[src/sd_sdi_regs.svh]
// Constants for the SD-SDI oversampling receive and transmit path
`ifndef SD_SDI_REGS_SVH
`define SD_SDI_REGS_SVH

// ==========================================
// Stream geometry
`define SD_RX_WIDTH 20
`define SD_WORD_BITS 10
`define SD_OVERSAMPLE 11
`define SD_EDGE_CENTER 5
`define SD_PICK_W 4
`define SD_POS_W 5

// ==========================================
// Reset values
`define SD_PICK_RESET 4'h0
`define SD_COUNT_RESET 4'h0

`endif

[src/sd_sdi_pkg.sv]
// Types shared by the SD-SDI recovery logic and its testbench
`include "sd_sdi_regs.svh"

package sd_sdi_pkg;

    // ==========================================
    // Recovered word with its one-cycle strobe
    typedef struct packed {
        logic [`SD_WORD_BITS-1:0] data;
        logic strobe;
    } sd_word_t;

endpackage

[src/sd_tx_replicator.sv]
// Transmit side: repeats each SD-SDI bit eleven times on the parallel word
`timescale 1ns/1ps
`include "sd_sdi_regs.svh"

module sd_tx_replicator (
    input wire logic sys_clk,
    input wire logic rst,
    input wire logic sd_mode,
    input wire logic [`SD_WORD_BITS-1:0] tx_sd_word,
    output logic tx_word_taken,
    output logic [`SD_RX_WIDTH-1:0] tx_parallel_word
);

    // ==========================================
    // State
    logic [`SD_WORD_BITS-1:0] cur, next_cur, nxt, next_nxt;
    logic [`SD_PICK_W-1:0] bit_idx, next_bit_idx, rep, next_rep, rep_q;
    logic next_taken;
    logic [`SD_RX_WIDTH-1:0] samples;
    logic [2*`SD_WORD_BITS-1:0] pair;
    logic [`SD_POS_W-1:0] total;

    assign pair = {nxt, cur};

    // One sample per lane; lane i belongs to bit (rep+i)/11 ahead of bit_idx
    genvar i;
    generate
        for (i = 0; i < `SD_RX_WIDTH; i++) begin : g_lane
            logic [`SD_POS_W-1:0] off;
            logic [`SD_POS_W-1:0] idx;
            assign off = `SD_POS_W'(rep) + `SD_POS_W'(i);
            assign idx = `SD_POS_W'(bit_idx) + ((off >= `SD_POS_W'(2*`SD_OVERSAMPLE)) ? `SD_POS_W'(2) :
                         (off >= `SD_POS_W'(`SD_OVERSAMPLE)) ? `SD_POS_W'(1) : `SD_POS_W'(0));
            assign samples[i] = pair[idx];
        end
    endgenerate

    // Advance by 20 samples; a bit wrap pulls in the next word
    always_comb begin
        total = `SD_POS_W'(rep) + `SD_POS_W'(`SD_RX_WIDTH);
        next_cur = cur;
        next_nxt = nxt;
        next_taken = 1'b0;
        if (total >= `SD_POS_W'(2*`SD_OVERSAMPLE)) begin
            next_rep = `SD_PICK_W'(total - `SD_POS_W'(2*`SD_OVERSAMPLE));
            next_bit_idx = bit_idx + `SD_PICK_W'(2);
        end else begin
            next_rep = `SD_PICK_W'(total - `SD_POS_W'(`SD_OVERSAMPLE));
            next_bit_idx = bit_idx + `SD_PICK_W'(1);
        end
        if (next_bit_idx >= `SD_PICK_W'(`SD_WORD_BITS)) begin
            next_bit_idx = next_bit_idx - `SD_PICK_W'(`SD_WORD_BITS);
            next_cur = nxt;
            next_nxt = tx_sd_word;
            next_taken = 1'b1;
        end
        if (!sd_mode) begin
            next_rep = `SD_PICK_RESET;
            next_bit_idx = `SD_PICK_RESET;
            next_taken = 1'b0;
        end
    end

    // Registers; the output word is held at zero outside SD mode
    always_ff @(posedge sys_clk) begin
        if (rst) begin
            cur <= '0;
            nxt <= '0;
            rep <= `SD_PICK_RESET;
            rep_q <= `SD_PICK_RESET;
            bit_idx <= `SD_PICK_RESET;
            tx_word_taken <= 1'b0;
            tx_parallel_word <= '0;
        end else begin
            cur <= next_cur;
            nxt <= next_nxt;
            rep <= next_rep;
            rep_q <= rep;
            bit_idx <= next_bit_idx;
            tx_word_taken <= next_taken;
            tx_parallel_word <= sd_mode ? samples : '0;
        end
    end
endmodule

[src/sd_sdi_oversample_recovery.sv]
// SD-SDI 11x oversampling data recovery and transmit bit replication
// How it works
// - In SD mode the recovery loop hold output is driven high.
// - Receive words are free-running 11x samples, never aligned to bit edges.
// - One best sample per bit is picked, centred between detected transitions.
// - No clock is recovered; a one-cycle strobe marks each complete 10-bit word.
// - Strobe cadence averages 27 MHz, normally 5 then 6 cycles apart.
// - The SD clock enable follows the strobe with identical cadence.
// - Phase nudges let a two-pulse span shrink to 10 or stretch to 12 cycles.
// - Only the 270 Mb/s rate is handled by this recovery unit.
// - Transmit repeats each outgoing bit 11 times on the parallel word.
`timescale 1ns/1ps
`include "sd_sdi_regs.svh"

module sd_sdi_oversample_recovery (
    input wire logic sys_clk,
    input wire logic rst,
    input wire logic sd_mode,
    input wire logic [`SD_RX_WIDTH-1:0] rx_parallel_word,
    input wire logic [`SD_WORD_BITS-1:0] tx_sd_word,
    output logic cdr_frequency_hold,
    output sd_sdi_pkg::sd_word_t rx_recovered,
    output logic sd_word_clock_enable,
    output logic tx_word_taken,
    output logic [`SD_RX_WIDTH-1:0] tx_parallel_word
);

    // ==========================================
    // Receive state
    logic [`SD_PICK_W-1:0] pick, next_pick;
    logic [`SD_PICK_W-1:0] count, next_count;
    logic [`SD_WORD_BITS+1:0] hist, next_hist;
    logic last_sample, next_last_sample;
    sd_sdi_pkg::sd_word_t next_recovered;
    logic next_hold;
    logic [`SD_RX_WIDTH-1:0] diff;
    logic edge_found;
    logic [`SD_POS_W-1:0] edge_pos;
    logic [`SD_POS_W:0] phase_gap;
    logic take_two;
    logic bit_a, bit_b;
    logic [`SD_PICK_W-1:0] total;
    logic [`SD_POS_W-1:0] far_pos;
    logic [`SD_RX_WIDTH:0] ext;

    // Transition map across the word, seamed to the previous word's last sample
    genvar i;
    generate
        for (i = 0; i < `SD_RX_WIDTH; i++) begin : g_diff
            if (i == 0) begin : g_first
                assign diff[i] = rx_parallel_word[i] ^ last_sample;
            end else begin : g_rest
                assign diff[i] = rx_parallel_word[i] ^ rx_parallel_word[i-1];
            end
        end
    endgenerate

    // Lane 0 is the previous word's last sample, so the pick may slide one sample before the word start
    assign ext = {rx_parallel_word, last_sample};
    assign far_pos = `SD_POS_W'(pick) + `SD_POS_W'(`SD_OVERSAMPLE);

    // Pick samples, pack bits into words and steer the sampling phase.
    // The sampler is free-running only the chosen lane moves.
    always_comb begin
        edge_found = 1'b0;
        edge_pos = '0;
        for (int k = `SD_RX_WIDTH - 1; k >= 0; k--) begin
            if (diff[k]) begin
                edge_found = 1'b1;
                edge_pos = `SD_POS_W'(k);
            end
        end
        take_two = pick < `SD_PICK_W'(`SD_RX_WIDTH - `SD_OVERSAMPLE + 1);
        bit_a = ext[pick];
        bit_b = ext[far_pos];
        next_hist = take_two ? {bit_b, bit_a, hist[`SD_WORD_BITS+1:2]} : {bit_a, hist[`SD_WORD_BITS+1:1]};
        total = count + (take_two ? `SD_PICK_W'(2) : `SD_PICK_W'(1));
        next_count = total;
        next_recovered.data = rx_recovered.data;
        next_recovered.strobe = 1'b0;
        // A full word strobes for one cycle; the eleventh bit carries over
        if (total == `SD_PICK_W'(`SD_WORD_BITS)) begin
            next_recovered.data = next_hist[`SD_WORD_BITS+1:2];
            next_recovered.strobe = 1'b1;
            next_count = `SD_COUNT_RESET;
        end else if (total == `SD_PICK_W'(`SD_WORD_BITS + 1)) begin
            next_recovered.data = next_hist[`SD_WORD_BITS:1];
            next_recovered.strobe = 1'b1;
            next_count = `SD_PICK_W'(1);
        end
        next_pick = take_two ? pick + `SD_PICK_W'(2) : pick - `SD_PICK_W'(`SD_RX_WIDTH - `SD_OVERSAMPLE);
        // Nudge toward the bit centre; sliding past a word end drops or gains a bit (span 10 or 12)
        phase_gap = ({1'b0, edge_pos} + (`SD_POS_W+1)'(`SD_EDGE_CENTER + 1 + 2*`SD_OVERSAMPLE)
                     - (`SD_POS_W+1)'(pick)) % (`SD_POS_W+1)'(`SD_OVERSAMPLE);
        if (edge_found && phase_gap != '0) begin
            if (phase_gap <= (`SD_POS_W+1)'(`SD_EDGE_CENTER)) begin
                next_pick = next_pick + `SD_PICK_W'(1);
            end else begin
                next_pick = next_pick - `SD_PICK_W'(1);
            end
        end
        next_last_sample = rx_parallel_word[`SD_RX_WIDTH-1];
        next_hold = sd_mode;
        // Fixed 270 Mb/s geometry; other SD rates need a fractional unit
        if (!sd_mode) begin
            next_pick = `SD_PICK_RESET;
            next_count = `SD_COUNT_RESET;
            next_recovered.strobe = 1'b0;
        end
    end

    // Receive registers; enable is the strobe one cycle on, same spacing
    always_ff @(posedge sys_clk) begin
        if (rst) begin
            pick <= `SD_PICK_RESET;
            count <= `SD_COUNT_RESET;
            hist <= '0;
            last_sample <= 1'b0;
            rx_recovered <= '0;
            cdr_frequency_hold <= 1'b0;
            sd_word_clock_enable <= 1'b0;
        end else begin
            pick <= next_pick;
            count <= next_count;
            hist <= next_hist;
            last_sample <= next_last_sample;
            rx_recovered <= next_recovered;
            cdr_frequency_hold <= next_hold;
            sd_word_clock_enable <= rx_recovered.strobe;
        end
    end

    // ==========================================
    // Transmit replication
    sd_tx_replicator u_tx (
        .sys_clk(sys_clk),
        .rst(rst),
        .sd_mode(sd_mode),
        .tx_sd_word(tx_sd_word),
        .tx_word_taken(tx_word_taken),
        .tx_parallel_word(tx_parallel_word)
    );
endmodule

[config.mk]
export PLATFORM = sky130hd
export DESIGN_NAME = sd_sdi_oversample_recovery
export DESIGN_NICKNAME = d
export VERILOG_FILES = /design/src/sd_sdi_pkg.sv /design/src/sd_tx_replicator.sv /design/src/sd_sdi_oversample_recovery.sv
export VERILOG_INCLUDE_DIRS = /design/src
export SDC_FILE = /design/constraint.sdc
export NUM_CORES = 1
export LEC_CHECK = 0
export BUFFER_PORTS_ARGS = -buffer_cell sky130_fd_sc_hd__buf_2
export CAP_MARGIN = 20
export CORE_UTILIZATION = 50
export CTS_BUF_LIST = sky130_fd_sc_hd__clkbuf_4 sky130_fd_sc_hd__clkbuf_8
export DETAILED_ROUTE_END_ITERATION = 10
export GPL_TIMING_DRIVEN = 1
export PLACE_DENSITY = 0.68
export SYNTH_ARGS = -nofsm -noshare
export SYNTH_HDL_FRONTEND = slang
export SYNTH_SLANG_ARGS = --single-unit
[constraint.sdc]
create_clock -name sys_clk -period 9.1 [get_ports sys_clk]
set_clock_uncertainty 0.1 [all_clocks]
set_input_delay 0.455 -clock sys_clk [delete_from_list [all_inputs] [get_ports sys_clk]]
set_output_delay 0.455 -clock sys_clk [all_outputs]
set_load 0.02 [all_outputs]
Word-level counts from Yosys, hierarchy flattened. Cells that the tools add are included.

Register bits: 83. Bits in latches: 0. Bits in writable memories: 0. Memory bits (read-only): 0. Input port bits: 33. Output and inout bits: 34. Logic and storage cells: 300. Memories: 0.

$add $sub $neg: 53. Multipliers: 0. Divide/modulo/power cells: 1. $lt $le $gt $ge: 66. Eq/ne operators: 2. Shifts and indexed selects: 0. Mux-type cells: 136. Bitwise logic cells: 21. Reduce and logical (&&, ||, !) cells: 6.

Operators by type and width (count): two-way mux 5 bit (40); < comparator 5 x 6 -> 1 bit, second input constant (21); binary-select mux 1 bit (select 5 bit) (21); adder 4 x 5 -> 5 bit (20); greater-or-equal comparator 5 bit, second input constant (20); greater-or-equal comparator 5 x 4 -> 1 bit, second input constant (19); two-way mux 1 bit (64); adder 4 x 4 -> 5 bit, second input constant (9); adder 4 x 5 -> 5 bit, second input constant (5); two-way mux 4 bit (6); two-way mux 11 bit (2); adder 4 x 3 -> 5 bit, second input constant (4); bitwise XOR 1 bit (20); two-way mux 12 bit (1); subtractor 4 bit, second input constant (3); adder 4 x 2 -> 5 bit, second input constant (2); adder 4 x 1 -> 4 bit, second input constant (2); adder 4 x 2 -> 4 bit, second input constant (2); equality test 4 bit, second input constant (2); greater-or-equal comparator 4 bit, second input constant (2); adder 5 x 5 -> 6 bit, second input constant (1); <= comparator 6 x 3 -> 1 bit, second input constant (1); < comparator 4 x 6 -> 1 bit, second input constant (1); modulo 6 x 4 -> 6 bit, second input constant (1); other kinds (16) (16).

Longest topological paths before layout. Gate-level depths: netlist of the first run.

Depth after elaboration: 27. Depth in mapped cells: 43. Depth with buffers taken out: 43.

Hierarchy. Synthesis of the first run repeated with hierarchy kept, for this count alone.

Cells, all modules: 1299. Area total of the unflattened synthesis: 11507.3 um^2.

Modules (own cells, without submodules): sd_tx_replicator (instances 1, cells an instance 873, area each 8259.2 um^2, seq. area each 980.9 um^2); sd_sdi_oversample_recovery (instances 1, cells an instance 426, area each 3248.1 um^2, seq. area each 640.6 um^2).

Least setup slack after synthesis of the first run. Ideal clock, no wire load.

Path kind: input to register. Start point: input rx_parallel_word[9]. End point: register pick[3]. Setup time: 58 ps. Data arrival time: 7820 ps. Required time: 8942 ps. Setup slack: 1122 ps. Cell stages on the path: 38. Buffers on the path: 1. Cells stage by stage: clkbuf_1 -> or3_1 -> a221oi_1 -> a21oi_1 -> o22ai_1 -> a22oi_1 -> a211oi_1 -> ha_1 -> ha_1 -> fa_1 -> xor2_1 -> ha_1 -> nor3_1 -> o2bb2ai_1 -> a311o_2 -> xor2_2 -> inv_1 -> ha_1 -> [... 2 more ...] -> mux2i_2 -> o21ai_0 -> o21ai_1 -> ha_1 -> inv_1 -> or4_1 -> a21oi_1 -> a311oi_1 -> o22ai_1 -> and2_1 -> inv_1 -> ha_1 -> a21o_1 -> a21oi_1 -> nand2b_1 -> a21o_1 -> a211o_1 -> nand2_1.

Cells in the longest elaborated chain, start to end: 18. Elaborated cells on any way between the ends: 32. Those cells by class: add/sub (2); div (1); order compare (1); mux (24); bitwise (2); reduce/logical (2).

RTL lines: start: declaration (RTL line sd_sdi_oversample_recovery.sv:19) `` input wire logic [`SD_RX_WIDTH-1:0] rx_parallel_word, ``; bitwise XOR 1 bit (RTL line sd_sdi_oversample_recovery.sv:53) `assign diff[i] = rx_parallel_word[i] ^ rx_parallel_word[i-1];`; two-way mux 5 bit (11 in a row) (RTL line sd_sdi_oversample_recovery.sv:68) `if (diff[k]) begin`; adder 5 x 5 -> 6 bit (RTL line sd_sdi_oversample_recovery.sv:93) `` phase_gap = ({1'b0, edge_pos} + (`SD_POS_W+1)'(`SD_EDGE_CENTER + 1 + 2*`SD_OVERSAMPLE) ``; subtractor 6 x 4 -> 6 bit (RTL line sd_sdi_oversample_recovery.sv:93); modulo 6 x 4 -> 6 bit (RTL line sd_sdi_oversample_recovery.sv:93); <= comparator 6 x 3 -> 1 bit / nonzero test 6 bit (equally long branches) (RTL line sd_sdi_oversample_recovery.sv:96, sd_sdi_oversample_recovery.sv:95); two-way mux 4 bit / logical AND 1 bit (equally long branches) (RTL line sd_sdi_oversample_recovery.sv:96, sd_sdi_oversample_recovery.sv:95); two-way mux 4 bit * (RTL line sd_sdi_oversample_recovery.sv:95) `if (edge_found && phase_gap != '0) begin`; end signal: assignment (RTL line sd_sdi_oversample_recovery.sv:115) `` pick <= `SD_PICK_RESET; ``; end signal: assignment (RTL line sd_sdi_oversample_recovery.sv:123) `pick <= next_pick;`; end: declaration (RTL line sd_sdi_oversample_recovery.sv:30) `` logic [`SD_PICK_W-1:0] pick, next_pick; ``.

Mark *: on every way between the ends. The rest lies on a longest branch, timed or not. A chain may end at the register's enable or synchronous reset.

Worst setup path after layout of the first run. Same ends and word-level chain as after synthesis.

==> results of run 1 <==
-- sequential cells by signal, summed over array words and instances, names as in the netlist --
name / cells
u_tx.tx_word_taken: 1
rx_recovered: 11
cdr_frequency_hold: 1
u_tx.tx_parallel_word: 20
u_tx.nxt: 10
hist: 10
u_tx.bit_idx: 4
count: 4
u_tx.rep: 4
last_sample: 1
sd_word_clock_enable: 1
u_tx.cur: 10
pick: 4
-- through the flow --
step / worst slack (ns) / setup TNS, ns / area, sq um / total power [W]
after floorplan: 1.12 / 0 / 10400 / 0.00180
after global placement: 0.537 / 0 / 10800 / 0.00206
after detailed placement: 0.205 / 0 / 10800 / 0.00210
after CTS: 0.616 / 0 / 11000 / 0.00236
after global routing: -0.0170 / -0.0170 / 11000 / 0.00264
final: 0.709 / 0 / 11000 / 0.00240
-- worst paths after layout --
kind	from	depth (start not counted)	slack (ns)	end
max	rx_parallel_word[9]	38	0.71	pick[3]
min	tx_sd_word[6]	3	0.21	u_tx.nxt[6]
max reg2reg	last_sample	35	0.93	pick[3]
min reg2reg	rx_recovered[0]	1	0.37	sd_word_clock_enable
-- metal layers --
metal	routed length (um)	vias up	part of all wire [%]	track usage (%)
li1	-	4051	-	-
met5	0	-	0	0
met1	11200	4265	40	34.3
met3	2730	105	9.7	7.16
met4	1160	0	4.1	13.7
met2	13000	473	46	43.0
-- power by group through the flow --
stage / Clock, W / Combinational [W] / Sequential [W]
after floorplan: 0 / 0.00140 / 0.000403
after global placement: 0 / 0.00164 / 0.000420
after detailed placement: 0 / 0.00168 / 0.000420
after CTS: 0.000267 / 0.00168 / 0.000411
after global routing: 0.000280 / 0.00194 / 0.000416
final: 0.000258 / 0.00173 / 0.000412
-- critical path: cells and delay by family --
kind            cells  cell delay [ns]
buf+inv             4             0.42
fa+ha+maj           7             2.06
compound gates     17             3.31
xor+xnor            2             0.56
mux                 2             0.47
simple gates        6             1.32
-- layout make-up --
cell class,instances,area [sq um],area share (%)
Inverter,85,319,2.91
Sequential cell,81,1620,14.8
Clock inverter,5,36.3,0.331
Multi-Input combinational cell,856,8100,73.8
Timing Repair Buffer,77,413,3.76
Clock buffer,11,145,1.32
Tap cell,270,338,3.08
-- cells in the final DEF (no fill, tap or decap), types with 16 or more instances in the layout --
cell	instances
mux4_2	127
nor2_1	97
nand2_1	88
inv_1	83
ha_1	83
dfxtp_1	80
a21oi_1	76
buf_2	66
o21ai_0	57
mux2i_1	37
xnor2_1	37
nor3_1	27
xor2_1	26
fa_1	23
a21o_1	20
nor2b_1	18
nand3_1	16
-- repair_timing --
action,CTS,global route
endpoints found under the hold margin,0,0
resized for setup,0,3
setup buffers,0,1
hold buffers,0,0
setup endpoints to repair,0,1
-- cells by family (layout without fill, tap and decap cells) --
family,Yosys count,in the layout,synth area share [%]
compound gates,226,226,13.2
xor+xnor,65,65,5.54
fa+ha+maj,107,107,14.5
buf+inv,186,178,6.76
flops,81,81,15.6
mux,172,172,32.0
simple gates,286,286,12.4
==> summary.md, run 1 <==
| Metric | Value |
|---|---|
| Status | completed |
| Final #Nets | about 1300 |
| Core area | between 20000 and 25000 sq um |
| Final setup viols | 0 |
| Seq/Total Area, Yosys | 15.6% |
| Mapped Nets | 1263 |
| Drt total wl | approximately 28000 um |
| Cell repeated most along the worst path | ha_1 |
| Yosys synthesis warning count | 0 |
| H-tree Lvls | 3 |
| Switching share of power | between 40% and 50% |
| Slowest cell on crit path | or4_1 |
| Synth Cell Area | 10400 sq um |
| Critical Path RT | 9.33 ns |
| FMAX | around 0.12 GHz |
| Count leader, synth | mux4_2 |
| Clock Sinks | just over 80 |
| Max cap viols | 0 |
| Routed len/inst | roughly 20 um |
| Post-synth EDFFs | 0 |
| Root buffer cell | clkbuf_8 |
| CTS tree | yes |
| Primary FF master, synth | dfxtp_1 |
| Clock Tree Buf Depth | 2 |
| Final Util | 54.1% |
| Die Wd | approximately 150 um |
| Total number of vias | slightly below 9000 |
| Placed insts | 1368 |
| GRT Overall Usage | a little over a quarter |
| Worst hold slack | 0.206 ns |
| Mapped Cells | roughly 1100 |
| Max IR drop VDD | 0.209 mV |
| Final Instance Count excl. Fillers | ~1400 |
| Post-DP HPWL | about 18000 um |
| DIE AREA | 21400 sq um |
| Cell Rows | 52 |
| Area added between synthesis and finish | 5.47% |
| Slew Limit Fails | 0 |
| # IOs | between 60 and 70 |
| Largest cells by area after synthesis | mux4_2, dfxtp_1, ha_1, fa_1, a21oi_1 |
| Rel. slew slack | ~18% |
| Crit Path Category | in -> reg |
| Starting DRT DRC Count | between 600 and 700 |
| Crit-path max FO | 9 |
| Routed vias/inst | 6.42 |
| Antenna violations before repair | 0 |
| Layout cells sized above 1 | a little over a fifth |
| Mean Syn Cell Area | a little over 9 sq um |
| Int Power | between 0.001 and 0.0015 W |
| Final Critical Period | roughly 8.4 ns |
| Largest net degree at the start of global routing | 44 |
| DRT Pass-1 Iters | 5 |
| CP max stage delay | roughly 0.53 ns |
| PD cells | approximately 220 nW/um^2 |
| Number of I/O port buffers | 66 |
| Tcrit/Tclk final | a little over 90% |
| Share of power burned in registers | around 17% |
| Area share of the largest cell type after synthesis | a little over a quarter |
| Clock latency on the worst-skew pair | approximately 0.38 ns |
| Filler Cell Count | between 1500 and 2000 |
| CP startpoint kind | input port |
| Ant. Diodes | 0 |
| Clock power frac | a little over a tenth |
| Final GP Congestion | ~0.88 |
| Logic pwr share | between 70% and 80% |
| Worst Path Arrival | 8.62 ns |
| Lkg Pwr | around 4.5 nW |
| Most instantiated cells after synthesis | mux4_2, nor2_1, nand2_1 |
| Die height | roughly 150 um |
| NetSw | 0.00113 W |
| Synth Register Bits | 81 |
| CTS Buf Count | 9 |
| Routed Antenna Nets | 0 |
| CP Capture Type | flop |
| Post-synthesis async set-or-reset flop share | 0% |
| Drt drc | 0 |
| Final Hold Viols | 0 |
| Vias in the first global route | a little under 9000 |
| Initial core utilization | around half |
| Post-synth top area cell | mux4_2 |
| Clock slew at reported path FFs | approximately 0.090 ns |
| GRT overflow | 0 |
| Worst slew pin tran | 1.23 ns |
| Hold Path Class | in -> reg |
| Synth cell types | 65 |
| First-pass GRT wire length | about 46000 um |
Note: power is estimated with default switching activity, not from simulation.
==> run 2, diff against run 1 <==
ABC_CLOCK_PERIOD_IN_PS = 9100   (was not set)
CAP_MARGIN = not set   (was 20)
REMOVE_ABC_BUFFERS = 1   (was not set)
==> run 2 against run 1 <==
Non-clock buffer count rose by 3. Final area rose by 0.44%. Via count rose by 0.54%. Die area did not move. Worst setup slack improved by 0.21 ns. Routed wire length fell by 0.58%. Maximum frequency rose by 2.5%. Core utilization rose by 0.24 points. Critical path depth rose by 6. Highest routed layer unchanged.
==> summary.md, run 2 (synthesized netlist as in run 1, its figures left out) <==
| Metric | Value |
|---|---|
| Max IR drop VDD | 0.381 mV (was 0.209 mV) |
| Post-route setup slack | 0.917 ns (was 0.709 ns) |
| Setup TNS | 0 ns (unchanged) |
| Clock Sinks | 81 (unchanged) |
| Layout cells sized above 1 | 22.1% (was 21.9%) |
| Largest register FFs | 20 (unchanged) |
| Routed len/inst | 20.2 um (was 20.3 um) |
| CTS tree | yes (unchanged) |
| GRT overflow | 0 (unchanged) |
| Final setup viols | 0 (unchanged) |
| CP startpoint kind | input port (unchanged) |
| CTS hold repair buffers | 0 (unchanged) |
| GRT Overall Usage | 26.5% (was 27.2%) |
| Final Hold Viols | 0 (unchanged) |
| Root buffer cell | clkbuf_8 (unchanged) |
| Most common cell after layout, fill and taps aside | mux4_2 (unchanged) |
| CP max stage delay | 0.52 ns (was 0.53 ns) |
| Slew Limit Fails | 0 (unchanged) |
| Initial core utilization | 51.3% (unchanged) |
| Min-delay src | tx_sd_word[2] (was tx_sd_word[6]) |
| RSZ-0062 raised after global routing | no |
| Crit-path max FO | 8 (was 9) |
| PD cells | 220 nW/um^2 (was 218 nW/um^2) |
| Die Wd | 146 um (unchanged) |
| Clock slew at reported path FFs | 0.11 ns (was 0.09 ns) |
| CTS Buf Count | 9 (unchanged) |
| Final #Nets | 1253 (was 1250) |
| Hold Path Class | in -> reg (unchanged) |
| DRT Pass-1 Iters | 5 (unchanged) |
| Worst hold slack | 0.210 ns (was 0.206 ns) |
| R2r setup slk | 1.08 ns (was 0.93 ns) |
| Die height | 146 um (unchanged) |
| Routed Antenna Nets | 0 (unchanged) |
| Cell Rows | 52 (unchanged) |
| Worst Path Arrival | 8.43 ns (was 8.62 ns) |
| Starting DRT DRC Count | 765 (was 680) |
| DIE AREA | 21400 sq um (unchanged) |
| First-pass GRT wire length | 45400 um (was 46000 um) |
| Antenna violations before repair | 0 (unchanged) |
| Vias in the first global route | 8543 (was 8923) |
| Slowest cell on crit path | or4_1 (unchanged) |
| Final Critical Period | 8.18 ns (was 8.39 ns) |
| Top delay family on crit path | compound AO/OA/AOI/OAI gates (unchanged) |
| Placed insts | 1371 (was 1368) |
| Final GP Congestion | 0.864 (was 0.884) |
| H-tree Lvls | 3 (unchanged) |
| Ant. Diodes | 0 (unchanged) |
| Crit Path Category | in -> reg (unchanged) |
| Drt drc | 0 (unchanged) |
| FF-to-FF path depth | 35 (unchanged) |
| Commonest non-fill, non-tap cells in the layout | mux4_2, nor2_1, nand2_1 (unchanged) |
| Hold path depth | 3 (unchanged) |
| Critical Path RT | 9.34 ns (was 9.33 ns) |
| CP Capture Type | flop (unchanged) |
| Drt total wl | 28000 um (was 28100 um) |
| Top Registers | u_tx.tx_parallel_word: 20 flops, rx_recovered: 11 flops (unchanged) |
| Max cap viols | 0 (unchanged) |
| Lkg Pwr | 4.55 nW (was 4.53 nW) |
| Final Instance Count excl. Fillers | 1388 (was 1385) |
| Tcrit/Tclk final | 89.9% (was 92.2%) |
| Worst r2r dst | pick[3] (unchanged) |
| Largest net degree at the start of global routing | 44 (unchanged) |
| Critical path buffers and inverters | 5 (was 4) |
| # IOs | 67 (unchanged) |
| Clock Tree Buf Depth | 2 (unchanged) |
| Clock latency on the worst-skew pair | 0.39 ns (was 0.38 ns) |
| Status | completed (unchanged) |
| FMAX | 0.122 GHz (was 0.119 GHz) |
| Largest Register | u_tx.tx_parallel_word (unchanged) |
| R2r startpoint | last_sample (unchanged) |
| Area added between synthesis and finish | 5.94% (was 5.47%) |
| Number of I/O port buffers | 66 (unchanged) |
| Core area | 20300 sq um (unchanged) |
| Total number of vias | 8942 (was 8894) |
| Hold Path End | u_tx.nxt[2] (was u_tx.nxt[6]) |
| DP Worst Slack | 0.365 ns (was 0.205 ns) |
| Rel. slew slack | 22.8% (was 17.9%) |
| Worst slew pin tran | 1.16 ns (was 1.23 ns) |
| Routed vias/inst | 6.44 (was 6.42) |
| Post-DP HPWL | 18300 um (about the same) |
## run 2: changes by cell type in the layout (fill, tap and decap cells not counted)
cell       delta
clkbuf_8      -1
clkinv_2      -1
bufinv_16     +1
inv_8         +2
buf_4         +3
clkbuf_4      -1
## run 2: metal layers
metal / GRT usage (%) / routed length, um / part of all wire (%)
met5: 0 / 0 / 0
met2: 42.0 / 12800 / 46
met1: 36.5 / 11700 / 42
met4: 9.90 / 888 / 3.2
met3: 4.38 / 2570 / 9.2
## run 2: worst register-to-register path, delay by kind of cell (launching register included)
| family | cells | cell delay (ns) |
|---|---|---|
| and+or+nand+nor | 7 | 1.65 |
| buffers and inverters | 4 | 0.33 |
| AOI/OAI and AO/OA | 14 | 2.63 |
| adders and majority gates | 6 | 1.81 |
| xor gates and xnor gates | 2 | 0.54 |
| DFF | 1 | 0.42 |
| muxes | 2 | 0.48 |
## run 2: worst max-delay path by stage
stage	from	end	slack, ns	depth (start not counted)
2_1_floorplan	rx_parallel_word[9]	pick[3]	1.29	37
3_3_place_gp	rx_parallel_word[18]	pick[3]	0.56	44
3_5_place_dp	rx_parallel_word[9]	pick[3]	0.36	38
4_1_cts	rx_parallel_word[9]	pick[3]	0.77	38
5_1_grt	rx_parallel_word[18]	pick[3]	0.06	44
6_report	rx_parallel_word[18]	pick[3]	0.92	44
## run 2: through the flow
stage	instance area, sq um	util (%)	total power, W
3_5_place_dp	10800	53.2	0.00210
3_3_place_gp	10800	53.2	0.00207
2_1_floorplan	10000	-	0.00179
5_1_grt	11000	54.3	0.00265
6_report	11000	54.3	0.00243
4_1_cts	11000	54.2	0.00240
## run 2: where the power goes
| group | total (W) | switching, W | internal (W) |
|---|---|---|---|
| combinational | 0.00173 | 0.000944 | 0.000784 |
| clock | 0.000295 | 0.000162 | 0.000133 |
| sequential | 0.000403 | 0.0000266 | 0.000376 |
| total | 0.00243 | 0.00113 | 0.00129 |
## run 2: cell type report
class	instances	area, sq um
Tap cell	270	338
Inverter	85	319
Clock buffer	9	124
Timing Repair Buffer	80	435
Clock inverter	7	83.8
Fill cell	1837	9270
Multi-Input combinational cell	856	8100
Sequential cell	81	1620
## run 2: what timing repair did
action | CTS | global route
buffers inserted | 0 | 1
gates resized for setup | 0 | 3
setup endpoints to repair | 0 | 1
==> run 3, diff against run 2 <==
CORE_ASPECT_RATIO = 1.5   (was not set)
==> run 3 against run 2 <==
Critical endpoint unchanged. Clock-buffer cell count increased by 1. Routed wire length increased by 2.6%. Highest routed layer unchanged. Non-clock buffer count decreased by 3. Register-to-register slack got worse by 0.16 ns. Sequential share of layout area about the same. Total power increased by 1.5%. Global-route usage increased by 1.2 points. Core utilization decreased by 0.43 points. Cell count decreased by 0.65%. Critical path depth decreased by 6. Sequential power about the same. Final area decreased by 0.20%. Critical path type unchanged.
==> summary.md, run 3 (synthesized netlist as in run 1, its figures left out) <==
| Metric | Value |
|---|---|
| Initial core utilization | 51.0% (was 51.3%) |
| Vias in the first global route | 8831 (was 8543) |
| Register area | 1620 sq um (unchanged) |
| Final Instance Count excl. Fillers | 1379 (was 1388) |
| Placed insts | 1362 (was 1371) |
| Logic pwr share | 71.1% (was 71.2%) |
| Layout cells sized above 1 | 21.8% (was 22.1%) |
| Crit Path Category | in -> reg (unchanged) |
| Hold Path Class | in -> reg (unchanged) |
| CP max stage delay | 0.53 ns (was 0.52 ns) |
| Drt drc | 0 (unchanged) |
| Starting DRT DRC Count | 705 (was 765) |
| Top delay family on crit path | compound AO/OA/AOI/OAI gates (unchanged) |
| Slowest cell on crit path | or4_1 (unchanged) |
| Routed len/inst | 20.8 um (was 20.2 um) |
| Rel. slew slack | 18.4% (was 22.8%) |
| Share of power burned in registers | 16.4% (was 16.6%) |
| CP Capture Type | flop (unchanged) |
| CP startpoint kind | input port (unchanged) |
| Final Hold Viols | 0 (unchanged) |
| Clock latency on the worst-skew pair | 0.41 ns (was 0.39 ns) |
| Filler Cell Count | 1875 (was 1837) |
| Setup TNS | 0 ns (unchanged) |
| FMAX | 0.120 GHz (was 0.122 GHz) |
| Clock Tree Buf Depth | 2 (unchanged) |
| Final Critical Period | 8.36 ns (was 8.18 ns) |
| Largest register FFs | 20 (unchanged) |
| Routed Antenna Nets | 0 (unchanged) |
| # IOs | 67 (unchanged) |
| Cell repeated most along the worst path | ha_1 |
| First-pass GRT wire length | 46000 um (was 45400 um) |
| Post-DP HPWL | 19000 um (was 18300 um) |
| Final setup viols | 0 (unchanged) |
| Slew Limit Fails | 0 (unchanged) |
| Critical Path RT | 9.33 ns (was 9.34 ns) |
| GRT overflow | 0 (unchanged) |
| Worst slew pin tran | 1.22 ns (was 1.16 ns) |
| Area added between synthesis and finish | 5.72% (was 5.94%) |
| Die height | 179 um (was 146 um) |
| Routed vias/inst | 6.51 (was 6.44) |
| Drt total wl | 28700 um (was 28000 um) |
| Commonest non-fill, non-tap cells in the layout | mux4_2, nor2_1, nand2_1 (unchanged) |
| Crit-path max FO | 9 (was 8) |
| Final GP Congestion | 0.886 (was 0.864) |
| Total number of vias | 8980 (was 8942) |
| Antenna violations before repair | 0 (unchanged) |
| CTS Buf Count | 9 (unchanged) |
| Largest net degree at the start of global routing | 44 (unchanged) |
| Max cap viols | 0 (unchanged) |
| Most common cell after layout, fill and taps aside | mux4_2 (unchanged) |
| Clock Sinks | 81 (unchanged) |
| Root buffer cell | clkbuf_8 (unchanged) |
| GRT Overall Usage | 27.8% (was 26.5%) |
| Total power draw | 0.00246 W (was 0.00243 W) |
| Switching share of power | 47.2% (was 46.7%) |
| Number of I/O port buffers | 66 (unchanged) |
| PD cells | 224 nW/um^2 (was 220 nW/um^2) |
| Die Wd | 120 um (was 146 um) |
| Clock slew at reported path FFs | 0.12 ns (was 0.11 ns) |
| CTS hold repair buffers | 0 (unchanged) |
| Ant. Diodes | 0 (unchanged) |
| Lkg Pwr | 4.54 nW (was 4.55 nW) |
| Clock power frac | 12.5% (was 12.2%) |
| Multi-input logic area | 8100 sq um (about the same) |
| Largest Register | u_tx.tx_parallel_word (unchanged) |
| Tcrit/Tclk final | 91.8% (was 89.9%) |
| Cell Rows | 64 (was 52) |
| DRT Pass-1 Iters | 5 (unchanged) |
| RSZ-0062 raised after global routing | no (unchanged) |
| H-tree Lvls | 3 (unchanged) |
| Top Registers | u_tx.tx_parallel_word: 20 flops, rx_recovered: 11 flops (unchanged) |
| Core area | 20400 sq um (was 20300 sq um) |
| CTS tree | yes (unchanged) |
| Max IR drop VDD | 0.152 mV (was 0.381 mV) |
| Critical path buffers and inverters | 4 (was 5) |
| Status | completed (unchanged) |
| DIE AREA | 21400 sq um (about the same) |
| Worst Path Arrival | 8.59 ns (was 8.43 ns) |
| Int Power | 0.00130 W (was 0.00129 W) |
| NetSw | 0.00116 W (was 0.00113 W) |
| Final #Nets | 1250 (was 1253) |
## run 3: cell types whose count changed in the layout (fill, tap and decap cells not counted), sizes merged
cell      before  now
buf           80   77
clkinvlp       0    1
clkinv         2    1
clkbuf         9   10
inv           89   88
## run 3: power by group through the flow
stage,Clock [W],Combinational (W),Sequential (W)
2_1_floorplan,0,0.00136,0.000424
3_3_place_gp,0,0.00166,0.000410
3_5_place_dp,0,0.00171,0.000411
4_1_cts,0.000314,0.00172,0.000402
5_1_grt,0.000328,0.00193,0.000406
6_report,0.000309,0.00175,0.000403
## run 3: path summary, 6_finish.rpt
path,cells after the start,slack (ns),end,startpoint
worst max-delay path,38,0.74,pick[3],rx_parallel_word[9]
worst min-delay path,3,0.17,u_tx.nxt[4],tx_sd_word[4]
worst max register to register,35,0.92,pick[3],last_sample
worst min register to register,1,0.37,sd_word_clock_enable,rx_recovered[0]
## run 3: worst register-to-register path, delay by kind of cell (launching register included)
kind | cells | cell delay (ns)
AOI/OAI and AO/OA | 14 | 2.53
buffers and inverters | 4 | 0.35
xor gates and xnor gates | 2 | 0.49
muxes | 2 | 0.44
adders and majority gates | 6 | 1.85
and+or+nand+nor | 7 | 1.98
DFF | 1 | 0.40
## run 3: metrics by stage
stage                     hold WS, ns  utilization [%]  worst slack [ns]  area [sq um]
after floorplan                 0.392                -              1.29         10000
after global placement          0.350             52.7             0.446         10800
after detailed placement        0.358             52.7             0.267         10800
after CTS                       0.161             53.8             0.674         11000
after global routing            0.191             53.9            0.0306         11000
final                           0.166             53.9             0.742         11000
## run 3: final cells by class
type | count | share of cell area, %
Tap cell | 264 | 3.00
Clock inverter | 6 | 0.728
Sequential cell | 81 | 14.7
Multi-Input combinational cell | 856 | 73.6
Inverter | 85 | 2.90
Clock buffer | 10 | 1.25
Timing Repair Buffer | 77 | 3.75
## run 3: metal layers
metal / track usage (%) / vias up / part of all wire [%]
li1: - / 4051 / -
met1: 31.5 / 4313 / 35
met2: 49.4 / 482 / 51
met3: 4.29 / 134 / 8.2
met4: 15.9 / 0 / 5.3
met5: 0 / - / 0
## run 3: what timing repair did
action | in CTS | in global routing
endpoints found under the setup margin | 0 | 1
setup buffers | 0 | 1
gates resized for setup | 0 | 2
